<file path="src/mst_pkg.sv">
// constants shared by the modem status tracker files
package mst_pkg;
   // field positions inside modem_line_status
   localparam int unsigned MST_CTS_CHG_BIT = 0;
   localparam int unsigned MST_DSR_CHG_BIT = 1;
   localparam int unsigned MST_RING_TRAIL_BIT = 2;
   localparam int unsigned MST_DCD_CHG_BIT = 3;
   localparam int unsigned MST_LEVEL_LSB = 4;
   localparam int unsigned MST_LEVEL_MSB = 7;
   // reset values
   localparam logic [3:0] MST_FLAGS_RST = 4'h0;
   localparam logic [7:0] MST_STATUS_RST = 8'h00;
   localparam logic [3:0] MST_PIN_RST = 4'hf;
   localparam logic MST_STROBE_RST = 1'b1;
   localparam logic MST_SEL_RST = 1'b0;
   // synchroniser depth
   localparam int unsigned MST_SYNC_STAGES = 2;
   // interrupt identification nibble: bit 0 low means pending
   localparam logic [3:0] MST_IID_NONE = 4'h1;
   localparam logic [3:0] MST_IID_LINE = 4'h6;
   localparam logic [3:0] MST_IID_RXDATA = 4'h4;
   localparam logic [3:0] MST_IID_TXEMPTY = 4'h2;
   localparam logic [3:0] MST_IID_MODEM = 4'h0;
endpackage : mst_pkg

</file>
<file path="src/mst_modem_status.sv">
// modem line status register, change flags and modem interrupt of one serial channel
//
// Contract
// - modem status read clears change flags, line status read keeps them; levels untouched
// - level bits are complement of pins
// - interrupt when any flag set and enabled
// - modem interrupt ranks fourth in identification
// - bit layout: four flags, then four levels
// - ring flag only on low-to-high pin
// - cts, dsr, dcd flags on either edge
// - loopback levels come from control bits
// - no flag sets during status read
// - flag set before modem status read, recurring: cleared
// - loopback ignores the four input pins
// - loopback control writes still raise interrupts
// - reset clears flags, levels keep following
// - loopback disconnects pins, loops control outputs
`timescale 1ns/1ps
`default_nettype none
module mst_modem_status
   import mst_pkg::*;
(
   input wire logic clk_i,
   input wire logic rst_b_i,
   input wire logic cts_n_i,
   input wire logic dsr_n_i,
   input wire logic ri_n_i,
   input wire logic dcd_n_i,
   input wire logic read_strobe_n_i,
   input wire logic status_sel_i,
   input wire logic line_status_sel_i,
   input wire logic rts_ctrl_i,
   input wire logic dtr_ctrl_i,
   input wire logic aux_output_one_i,
   input wire logic aux_output_two_i,
   input wire logic loopback_select_i,
   input wire logic modem_irq_enable_i,
   input wire logic line_irq_i,
   input wire logic rx_data_irq_i,
   input wire logic tx_empty_irq_i,
   output logic [7:0] modem_line_status_o,
   output logic modem_irq_o,
   output logic [3:0] irq_identity_o
);
   typedef struct packed {
      logic primed;
      logic [3:0] lvl_prev;
      logic [3:0] flags;
      logic [3:0] pend;
      logic [3:0] snap;
      logic rd_msr;
      logic rd_lsr;
      logic [7:0] status;
      logic irq;
      logic [3:0] iid;
   } mst_state_t;

   mst_state_t st_q;
   mst_state_t st_d;

   logic [3:0] pins_s;
   logic strobe_n_s;
   logic [1:0] sel_s;
   logic [3:0] lvl;
   logic [3:0] ev;
   logic rd_msr;
   logic rd_lsr;
   logic rd_any;
   logic tail_msr;
   logic tail_lsr;

   // order cts, dsr, ri, dcd; idle pins are high
   // pin stages are never reset, so the level bits keep tracking the lines during reset
   mst_sync #(.WIDTH(4), .RST_VAL(MST_PIN_RST)) u_pin_sync (
      .clk_i(clk_i),
      .rst_b_i(1'b1),
      .d_i({dcd_n_i, ri_n_i, dsr_n_i, cts_n_i}),
      .q_o(pins_s)
   );

   // the cpu strobe is asynchronous, so it is synchronised like a pin
   mst_sync #(.WIDTH(1), .RST_VAL(MST_STROBE_RST)) u_strobe_sync (
      .clk_i(clk_i),
      .rst_b_i(rst_b_i),
      .d_i(read_strobe_n_i),
      .q_o(strobe_n_s)
   );

   mst_sync #(.WIDTH(2), .RST_VAL({MST_SEL_RST, MST_SEL_RST})) u_sel_sync (
      .clk_i(clk_i),
      .rst_b_i(rst_b_i),
      .d_i({line_status_sel_i, status_sel_i}),
      .q_o(sel_s)
   );

   always_comb begin
      // loopback swaps the pins for the control bits entirely
      if (loopback_select_i) begin
         lvl = {aux_output_two_i, aux_output_one_i, dtr_ctrl_i, rts_ctrl_i};
      end else begin
         lvl = ~pins_s;
      end
      ev = 4'h0;
      if (st_q.primed) begin
         ev[MST_CTS_CHG_BIT] = lvl[0] ^ st_q.lvl_prev[0];
         ev[MST_DSR_CHG_BIT] = lvl[1] ^ st_q.lvl_prev[1];
         // level bit falls when the ring pin rises
         ev[MST_RING_TRAIL_BIT] = st_q.lvl_prev[2] & ~lvl[2];
         ev[MST_DCD_CHG_BIT] = lvl[3] ^ st_q.lvl_prev[3];
      end
      rd_msr = ~strobe_n_s & sel_s[0];
      rd_lsr = ~strobe_n_s & sel_s[1];
      rd_any = rd_msr | rd_lsr;
      tail_msr = st_q.rd_msr & ~rd_msr;
      tail_lsr = st_q.rd_lsr & ~rd_lsr;
   end

   always_comb begin
      st_d = st_q;
      st_d.primed = 1'b1;
      st_d.lvl_prev = lvl;
      st_d.rd_msr = rd_msr;
      st_d.rd_lsr = rd_lsr;
      if (rd_any) begin
         // hold off: events wait in pend until the strobe ends
         st_d.pend = st_q.pend | ev;
         if (!st_q.rd_msr && !st_q.rd_lsr) begin
            st_d.snap = st_q.flags;
         end
      end else if (tail_msr) begin
         // a flag that was already up and recurs is dropped, not re-set
         st_d.flags = (st_q.pend & ~st_q.snap) | ev;
         st_d.pend = 4'h0;
      end else if (tail_lsr) begin
         st_d.flags = st_q.flags | st_q.pend | ev;
         st_d.pend = 4'h0;
      end else begin
         st_d.flags = st_q.flags | ev;
      end
      // data is frozen while a read is in flight so the cpu sees one value
      if (!rd_any) begin
         st_d.status = {lvl, st_d.flags};
      end
      st_d.irq = (|st_q.flags) & modem_irq_enable_i;
      if (line_irq_i) begin
         st_d.iid = MST_IID_LINE;
      end else if (rx_data_irq_i) begin
         st_d.iid = MST_IID_RXDATA;
      end else if (tx_empty_irq_i) begin
         st_d.iid = MST_IID_TXEMPTY;
      end else if ((|st_q.flags) & modem_irq_enable_i) begin
         st_d.iid = MST_IID_MODEM;
      end else begin
         st_d.iid = MST_IID_NONE;
      end
   end

   always_ff @(posedge clk_i) begin
      if (!rst_b_i) begin
         // levels are not reset: priming reloads them from the live source
         st_q.primed <= 1'b0;
         st_q.lvl_prev <= MST_FLAGS_RST;
         st_q.flags <= MST_FLAGS_RST;
         st_q.pend <= MST_FLAGS_RST;
         st_q.snap <= MST_FLAGS_RST;
         st_q.rd_msr <= 1'b0;
         st_q.rd_lsr <= 1'b0;
         st_q.status <= {lvl, MST_FLAGS_RST};
         st_q.irq <= 1'b0;
         st_q.iid <= MST_IID_NONE;
      end else begin
         st_q <= st_d;
      end
   end

   assign modem_line_status_o = st_q.status;
   assign modem_irq_o = st_q.irq;
   assign irq_identity_o = st_q.iid;
endmodule : mst_modem_status
`default_nettype wire

</file>
<file path="src/mst_sync.sv">
// multi-bit two-stage synchroniser with a constant reset value
`timescale 1ns/1ps
`default_nettype none
module mst_sync #(
   parameter int unsigned WIDTH = 1,
   parameter logic [WIDTH-1:0] RST_VAL = '0
) (
   input wire logic clk_i,
   input wire logic rst_b_i,
   input wire logic [WIDTH-1:0] d_i,
   output logic [WIDTH-1:0] q_o
);
   // first stage is read only by the second stage
   logic [WIDTH-1:0] meta_q;
   always_ff @(posedge clk_i) begin
      if (!rst_b_i) begin
         meta_q <= RST_VAL;
         q_o <= RST_VAL;
      end else begin
         meta_q <= d_i;
         q_o <= meta_q;
      end
   end
endmodule : mst_sync
`default_nettype wire

</file>
<file path="config.mk">
export PLATFORM = sky130hd
export DESIGN_NAME = mst_modem_status
export DESIGN_NICKNAME = d
export VERILOG_FILES = /design/src/mst_pkg.sv /design/src/mst_modem_status.sv /design/src/mst_sync.sv
export SDC_FILE = /design/constraint.sdc
export NUM_CORES = 1
export LEC_CHECK = 0
export BUFFER_PORTS_ARGS = -buffer_cell sky130_fd_sc_hd__buf_2
export CAP_MARGIN = 20
export CORE_MARGIN = 2
export CORE_UTILIZATION = 50
export DETAILED_ROUTE_END_ITERATION = 12
export GPL_TIMING_DRIVEN = 1
export PLACE_DENSITY_LB_ADDON = 0.08
export SETUP_SLACK_MARGIN = 0.2
export SLEW_MARGIN = 20
export SYNTH_ARGS = -nofsm -noshare
export SYNTH_HDL_FRONTEND = slang
export SYNTH_HIERARCHICAL = 1
export SYNTH_SLANG_ARGS = --single-unit
</file>
<file path="constraint.sdc">
create_clock -name clk_i -period 1.49 [get_ports clk_i]
set_input_delay 0 -clock clk_i [delete_from_list [all_inputs] [get_ports clk_i]]
set_output_delay 0 -clock clk_i [all_outputs]
set_load 0.05 [all_outputs]
</file>
Word level (Yosys, flattened, before mapping) --
Index checks and enable logic that the tools add are counted.
Cells by class: eq/ne operators 1, multiplexer cells 15, bitwise operators 23, reduce and logical (&&, ||, !) cells 7
Operator list (count):
- 32-bit two-way mux | 1
- 4-bit two-way mux | 8
- 4-bit bitwise OR | 5
- 8-bit two-way mux | 2
- 4-bit inverter | 2
- 4-bit OR reduction | 2
- 1-bit AND | 6
- 3-bit two-way mux | 2
- 1-bit inverter | 5
- 4-bit AND | 1
- 3-bit nonzero test | 1
- 1-bit bitwise XOR | 3
- 1-bit zero test | 2
- 2-bit two-way mux | 1
- 2-bit inequality test (second input constant) | 1
- 2-bit AND reduction | 1
- 1-bit logical AND | 1
- 1-bit two-way mux | 1
- 1-bit bitwise OR | 1
Word-level totals: register bits after elaboration 46, logic and storage cells 64

Depth between registers and ports, before layout --
depth in word-level cells 11, depth in mapped cells 5, gate-level depth less buffers 4

By module --
The synthesis kept the hierarchy.
Modules (own cells, without submodules):
- mst_modem_status | times used 1, cells an instance 160, area each 1436.4 um^2, sequential area each 660.6 um^2
- mst_sync (u_pin_sync) | times used 1, cells an instance 16, area each 210.2 um^2, sequential area each 160.2 um^2
- mst_sync (u_sel_sync) | times used 1, cells an instance 8, area each 105.1 um^2, sequential area each 80.1 um^2
- mst_sync (u_strobe_sync) | times used 1, cells an instance 4, area each 52.6 um^2, sequential area each 40.0 um^2

Worst setup path before layout --
OpenSTA, ideal clock, no wires.
path kind register -> register, from register u_pin_sync.q_o[1], to register st_q[24] (netlist bit), setup time 0.086 ns, data arrival time 1.244 ns, required time 1.404 ns, slack 0.160 ns, stages on the path, launching flop included 5, buffers on the path 0, path through dfxtp_1 nor2b_1 or4b_1 and2_4 a221oi_2
On the way: longest elaborated chain between the ends 8, elaborated cells between the ends (all ways) 10, classes of those cells 5 x mux; 5 x bitwise
Ends and longest elaborated chain:
- from (decl) | line mst_sync.sv:11 | output logic [WIDTH-1:0] q_o
- from (signal assigned) | line mst_sync.sv:21 | q_o <= meta_q;
- 4-bit inverter * | line mst_modem_status.sv:101 | lvl = ~pins_s;
- 4-bit two-way mux * | line mst_modem_status.sv:98 | if (loopback_select_i) begin
- 1-bit bitwise XOR * | line mst_modem_status.sv:106 | ev[MST_DSR_CHG_BIT] = lvl[1] ^ st_q.lvl_prev[1];
- 4-bit two-way mux * | line mst_modem_status.sv:104 | if (st_q.primed) begin
- 4-bit bitwise OR, on equally long branches | line mst_modem_status.sv:138, mst_modem_status.sv:135
- 4-bit two-way mux | line mst_modem_status.sv:134 | end else if (tail_lsr) begin
- 8-bit two-way mux * | line mst_modem_status.sv:130 | end else if (tail_msr) begin
- 4-bit two-way mux * | line mst_modem_status.sv:124 | if (rd_any) begin
- to (signal assigned) | line mst_modem_status.sv:172 | st_q <= st_d;
- to (decl) | line mst_modem_status.sv:58 | mst_state_t st_q;
Every way passes the cells marked *; elsewhere a longest branch is shown, timed or not. A chain may end at the register's enable or synchronous reset.

Worst setup path after layout --
Ends and elaborated chain as after synthesis.

==> impl_metrics.env <==
export IMPL_syn2layout_area_growth_pct=35.0
export IMPL_syn_cell_area_um2=1800
export IMPL_r2r_cells=4
export IMPL_synthTopCellsByCount="dfxtp_1 (41), nor2_1 (19), buf_4 (12), nand2b_1 (12), o21ai_0 (11)"
export IMPL_vias=1483
export IMPL_setup_viol=0
export IMPL_internal_power_mw=1.83
export IMPL_drtIter0Drc=52
export IMPL_antenna_found_initial=0
export IMPL_fillCellCount=265
export IMPL_clk_pin_slew_ns=0.13
export IMPL_synthArstFlopShare_pct=0
export IMPL_layout_nets=262
export IMPL_synthMuxAreaShare_pct=2.22
export IMPL_finalCritPeriodShare_pct=93.2
export IMPL_placed_area_um2=2020
export IMPL_cp_max_fo=2
export IMPL_cts_tree="built"
export IMPL_vias_per_cell=5.10
export IMPL_synth_edf_count=4
export IMPL_p_leak_nw=1.01
export IMPL_power_total_mw=2.45
export IMPL_num_antenna_cells=0
export IMPL_drt_drc_violations_left=0
export IMPL_r2r_slack_ns=0.10
export IMPL_rsz0062_at_grt="yes"
export IMPL_dpl_hpwl_mm=2.41
export IMPL_clkPwrFrac_pct=31.6
export IMPL_start_kind="register"
export IMPL_worstSetupPathType="register to register"
export IMPL_fin_ws_ns=0.101
export IMPL_h_tree_depth=2
export IMPL_postSynthAreaPerCell_um2=9.60
export IMPL_first_pass_iters=4
export IMPL_hp_class="input port to register"
export IMPL_synthSimpleGateAreaFrac_pct=20.7
export IMPL_synth_top_family_by_area="simple AND/OR/NAND/NOR gates"
export IMPL_worstHoldPathCells=3
export IMPL_drv_cap=0
export IMPL_drive_gt1_share_pct=33.9
export IMPL_powerDensity_nw_per_um2=1000
export IMPL_swShare_pct=25.2
export IMPL_die_width_um=64.1
export IMPL_initial_utilization_pct=53.2
export IMPL_yosys_area_share_adder_pct=0
export IMPL_die_h_um=64.1
export IMPL_cp_data_required_time_ns=1.77
export IMPL_die_area_um2=4100
export IMPL_status="finished clean"
export IMPL_gp_congestion=0.798
export IMPL_core_rowCount=21
export IMPL_ctsRootBufferMaster="clkbuf_4"
export IMPL_synth_compound_area_share_pct=16.4
export IMPL_synthTopCellsByArea="dfxtp_1 (45%), edfxtp_1 (6.7%), buf_4 (5.0%)"
export IMPL_synth_seq_area_share_pct=52.1
export IMPL_synth_ff_type="dfxtp_1"
export IMPL_synth_seq_cells=45
export IMPL_power_switching_uw=617
export IMPL_finalHoldViolations=0
export IMPL_slew_violations=0
export IMPL_grt_first_pass_wirelength_mm=6.15
export IMPL_io_buffers=29
export IMPL_synth_top_area_cell="dfxtp_1"
export IMPL_fin_area_um2=2440
export IMPL_min_period_ns=1.39
export IMPL_final_setup_tns_ns=0
export IMPL_crit_arrival_ns=1.67
export IMPL_skew_ns=0.0167
export IMPL_core_um2=3390
export IMPL_yosys_warnings=6
export IMPL_grt_ovfl_total=0
export IMPL_grt_total_usage_pct=19.3
export IMPL_r2r_end="st_q[24]"
export IMPL_synth_xor_xnor_area_share_pct=0
export IMPL_cts_buffers=5
export IMPL_synth_most_common_cell="dfxtp_1"
export IMPL_fmax_mhz=720
export IMPL_ios=31
export IMPL_dp_slack_ns=-0.0200
export IMPL_grt_pass1_vias=1432
export IMPL_sequentialPowerShare_pct=53.7
export IMPL_ys_types=38
export IMPL_peakVddDrop_uv=774
export IMPL_hold_end="irq_identity_o[0]"
export IMPL_end_kind="register"
export IMPL_synth_top_cell_area_share_pct=45.5
export IMPL_clk_latency_ns=0.36
export IMPL_combinationalPowerShare_pct=14.7
export IMPL_drt_wl_total_mm=3.70
export IMPL_reg2reg_from="u_pin_sync/q_o[1]"
export IMPL_cts_sinks=45
export IMPL_grt_max_degree=21
export IMPL_ant_nets=0
export IMPL_synth_cells=188
export IMPL_clk_path_buf_depth=2
export IMPL_min_from="modem_irq_enable_i"
export IMPL_routedWlPerCell_um=12.7
[layout make-up]
| class | count | area, um2 | area share (%) |
|---|---|---|---|
| Multi-Input combinational cell | 123 | 891 | 36.6 |
| Clock buffer | 7 | 55.1 | 2.26 |
| Clock inverter | 1 | 30.0 | 1.23 |
| Sequential cell | 45 | 953 | 39.1 |
| Tap cell | 46 | 57.6 | 2.36 |
| Inverter | 10 | 37.5 | 1.54 |
| Timing Repair Buffer | 59 | 412 | 16.9 |
[flip-flops by register name, indices dropped and copies added (netlist names)]
| name | flops |
|---|---|
| irq_identity_o | 3 |
| modem_irq_o | 1 |
| modem_line_status_o | 8 |
| st_q | 19 |
| u_pin_sync/meta_q | 4 |
| u_pin_sync/q_o | 4 |
| u_sel_sync/meta_q | 2 |
| u_sel_sync/q_o | 2 |
| u_strobe_sync/meta_q | 1 |
| u_strobe_sync/q_o | 1 |
[layout by cell type (no fill, tap or decap), types with 2 or more instances in the layout]
| master | netlist | final |
|---|---|---|
| a2111oi_4 | 0 | 2 |
| a211oi_1 | 4 | 2 |
| a211oi_2 | 0 | 2 |
| a21o_1 | 2 | 2 |
| a21oi_1 | 8 | 6 |
| a21oi_2 | 0 | 2 |
| a221oi_2 | 2 | 2 |
| a31oi_1 | 5 | 4 |
| and2_1 | 6 | 6 |
| and2_4 | 2 | 2 |
| buf_2 | 0 | 29 |
| buf_4 | 12 | 14 |
| clkbuf_4 | 0 | 5 |
| conb_1 | 2 | 9 |
| dfxtp_1 | 41 | 35 |
| dfxtp_2 | 0 | 4 |
| dfxtp_4 | 0 | 2 |
| dlygate4sd3_1 | 0 | 15 |
| edfxtp_1 | 4 | 4 |
| inv_1 | 10 | 10 |
| mux2i_1 | 4 | 4 |
| nand2_1 | 6 | 6 |
| nand2b_1 | 12 | 11 |
| nand3_1 | 2 | 2 |
| nor2_1 | 19 | 18 |
| nor2b_4 | 1 | 3 |
| nor3_1 | 7 | 7 |
| nor3b_1 | 2 | 2 |
| o211ai_1 | 2 | 2 |
| o21ai_0 | 11 | 9 |
| or4b_4 | 1 | 2 |
[worst max-delay path by stage]
stage               endpoint  slack [ns]               from
floorplan           st_q[24]        0.17  u_pin_sync/q_o[1]
CTS                 st_q[23]         0.1  u_pin_sync/q_o[0]
global route        st_q[23]        0.05  u_pin_sync/q_o[0]
global placement    st_q[17]        0.07  u_strobe_sync/q_o
detailed placement  st_q[26]       -0.02           st_q[13]
finish              st_q[24]        0.10  u_pin_sync/q_o[1]
[through the flow]
stage	hold WS, ns	utilization (%)	instances
finish	0.0211	71.9	291
global route	0.0341	71.9	291
CTS	0.00510	69.2	289
detailed placement	0.185	59.7	263
global placement	0.180	59.7	263
floorplan	0.0277	-	195
[logic make-up (layout without fill, tap and decap cells)]
group           count (synthesis)  in the layout
buf+inv                        27             77
simple gates                   67             67
compound gates                 43             43
mux                             4              4
other cells                     2              9
flops                          45             45
[worst max-delay path, cell delays in order, from the launching register on]
cell and delay [ns]:
dfxtp_1 0.33, nor2b_4 0.12, or4b_4 0.48, and2_4 0.18, a221oi_2 0.20
[repair_timing]
item	CTS	global route
hold buffers	15	0
buffers inserted	3	2
hold endpoints to repair	16	0
pin swaps	6	4
setup endpoints to repair	21	20
resized for setup	18	18
[routing by layer]
| metal | wire length (um) | track usage (%) | up-vias |
|---|---|---|---|
| li1 | - | - | 746 |
| met1 | 1680 | 22.9 | 704 |
| met2 | 1840 | 33.3 | 28 |
| met3 | 132 | 5.28 | 5 |
| met4 | 45 | 7.07 | 0 |
| met5 | 0 | 0 | - |
[power by group through the flow]
| stage | combinational (mW) | clock, mW | sequential [mW] |
|---|---|---|---|
| 2_1_floorplan | 0.242 | 0 | 1.34 |
| 6_report | 0.359 | 0.774 | 1.31 |
| 3_3_place_gp | 0.296 | 0 | 1.34 |
| 4_1_cts | 0.347 | 0.790 | 1.31 |
| 3_5_place_dp | 0.301 | 0 | 1.34 |
| 5_1_grt | 0.386 | 0.839 | 1.32 |
Note: power is estimated with default switching activity, not from simulation.
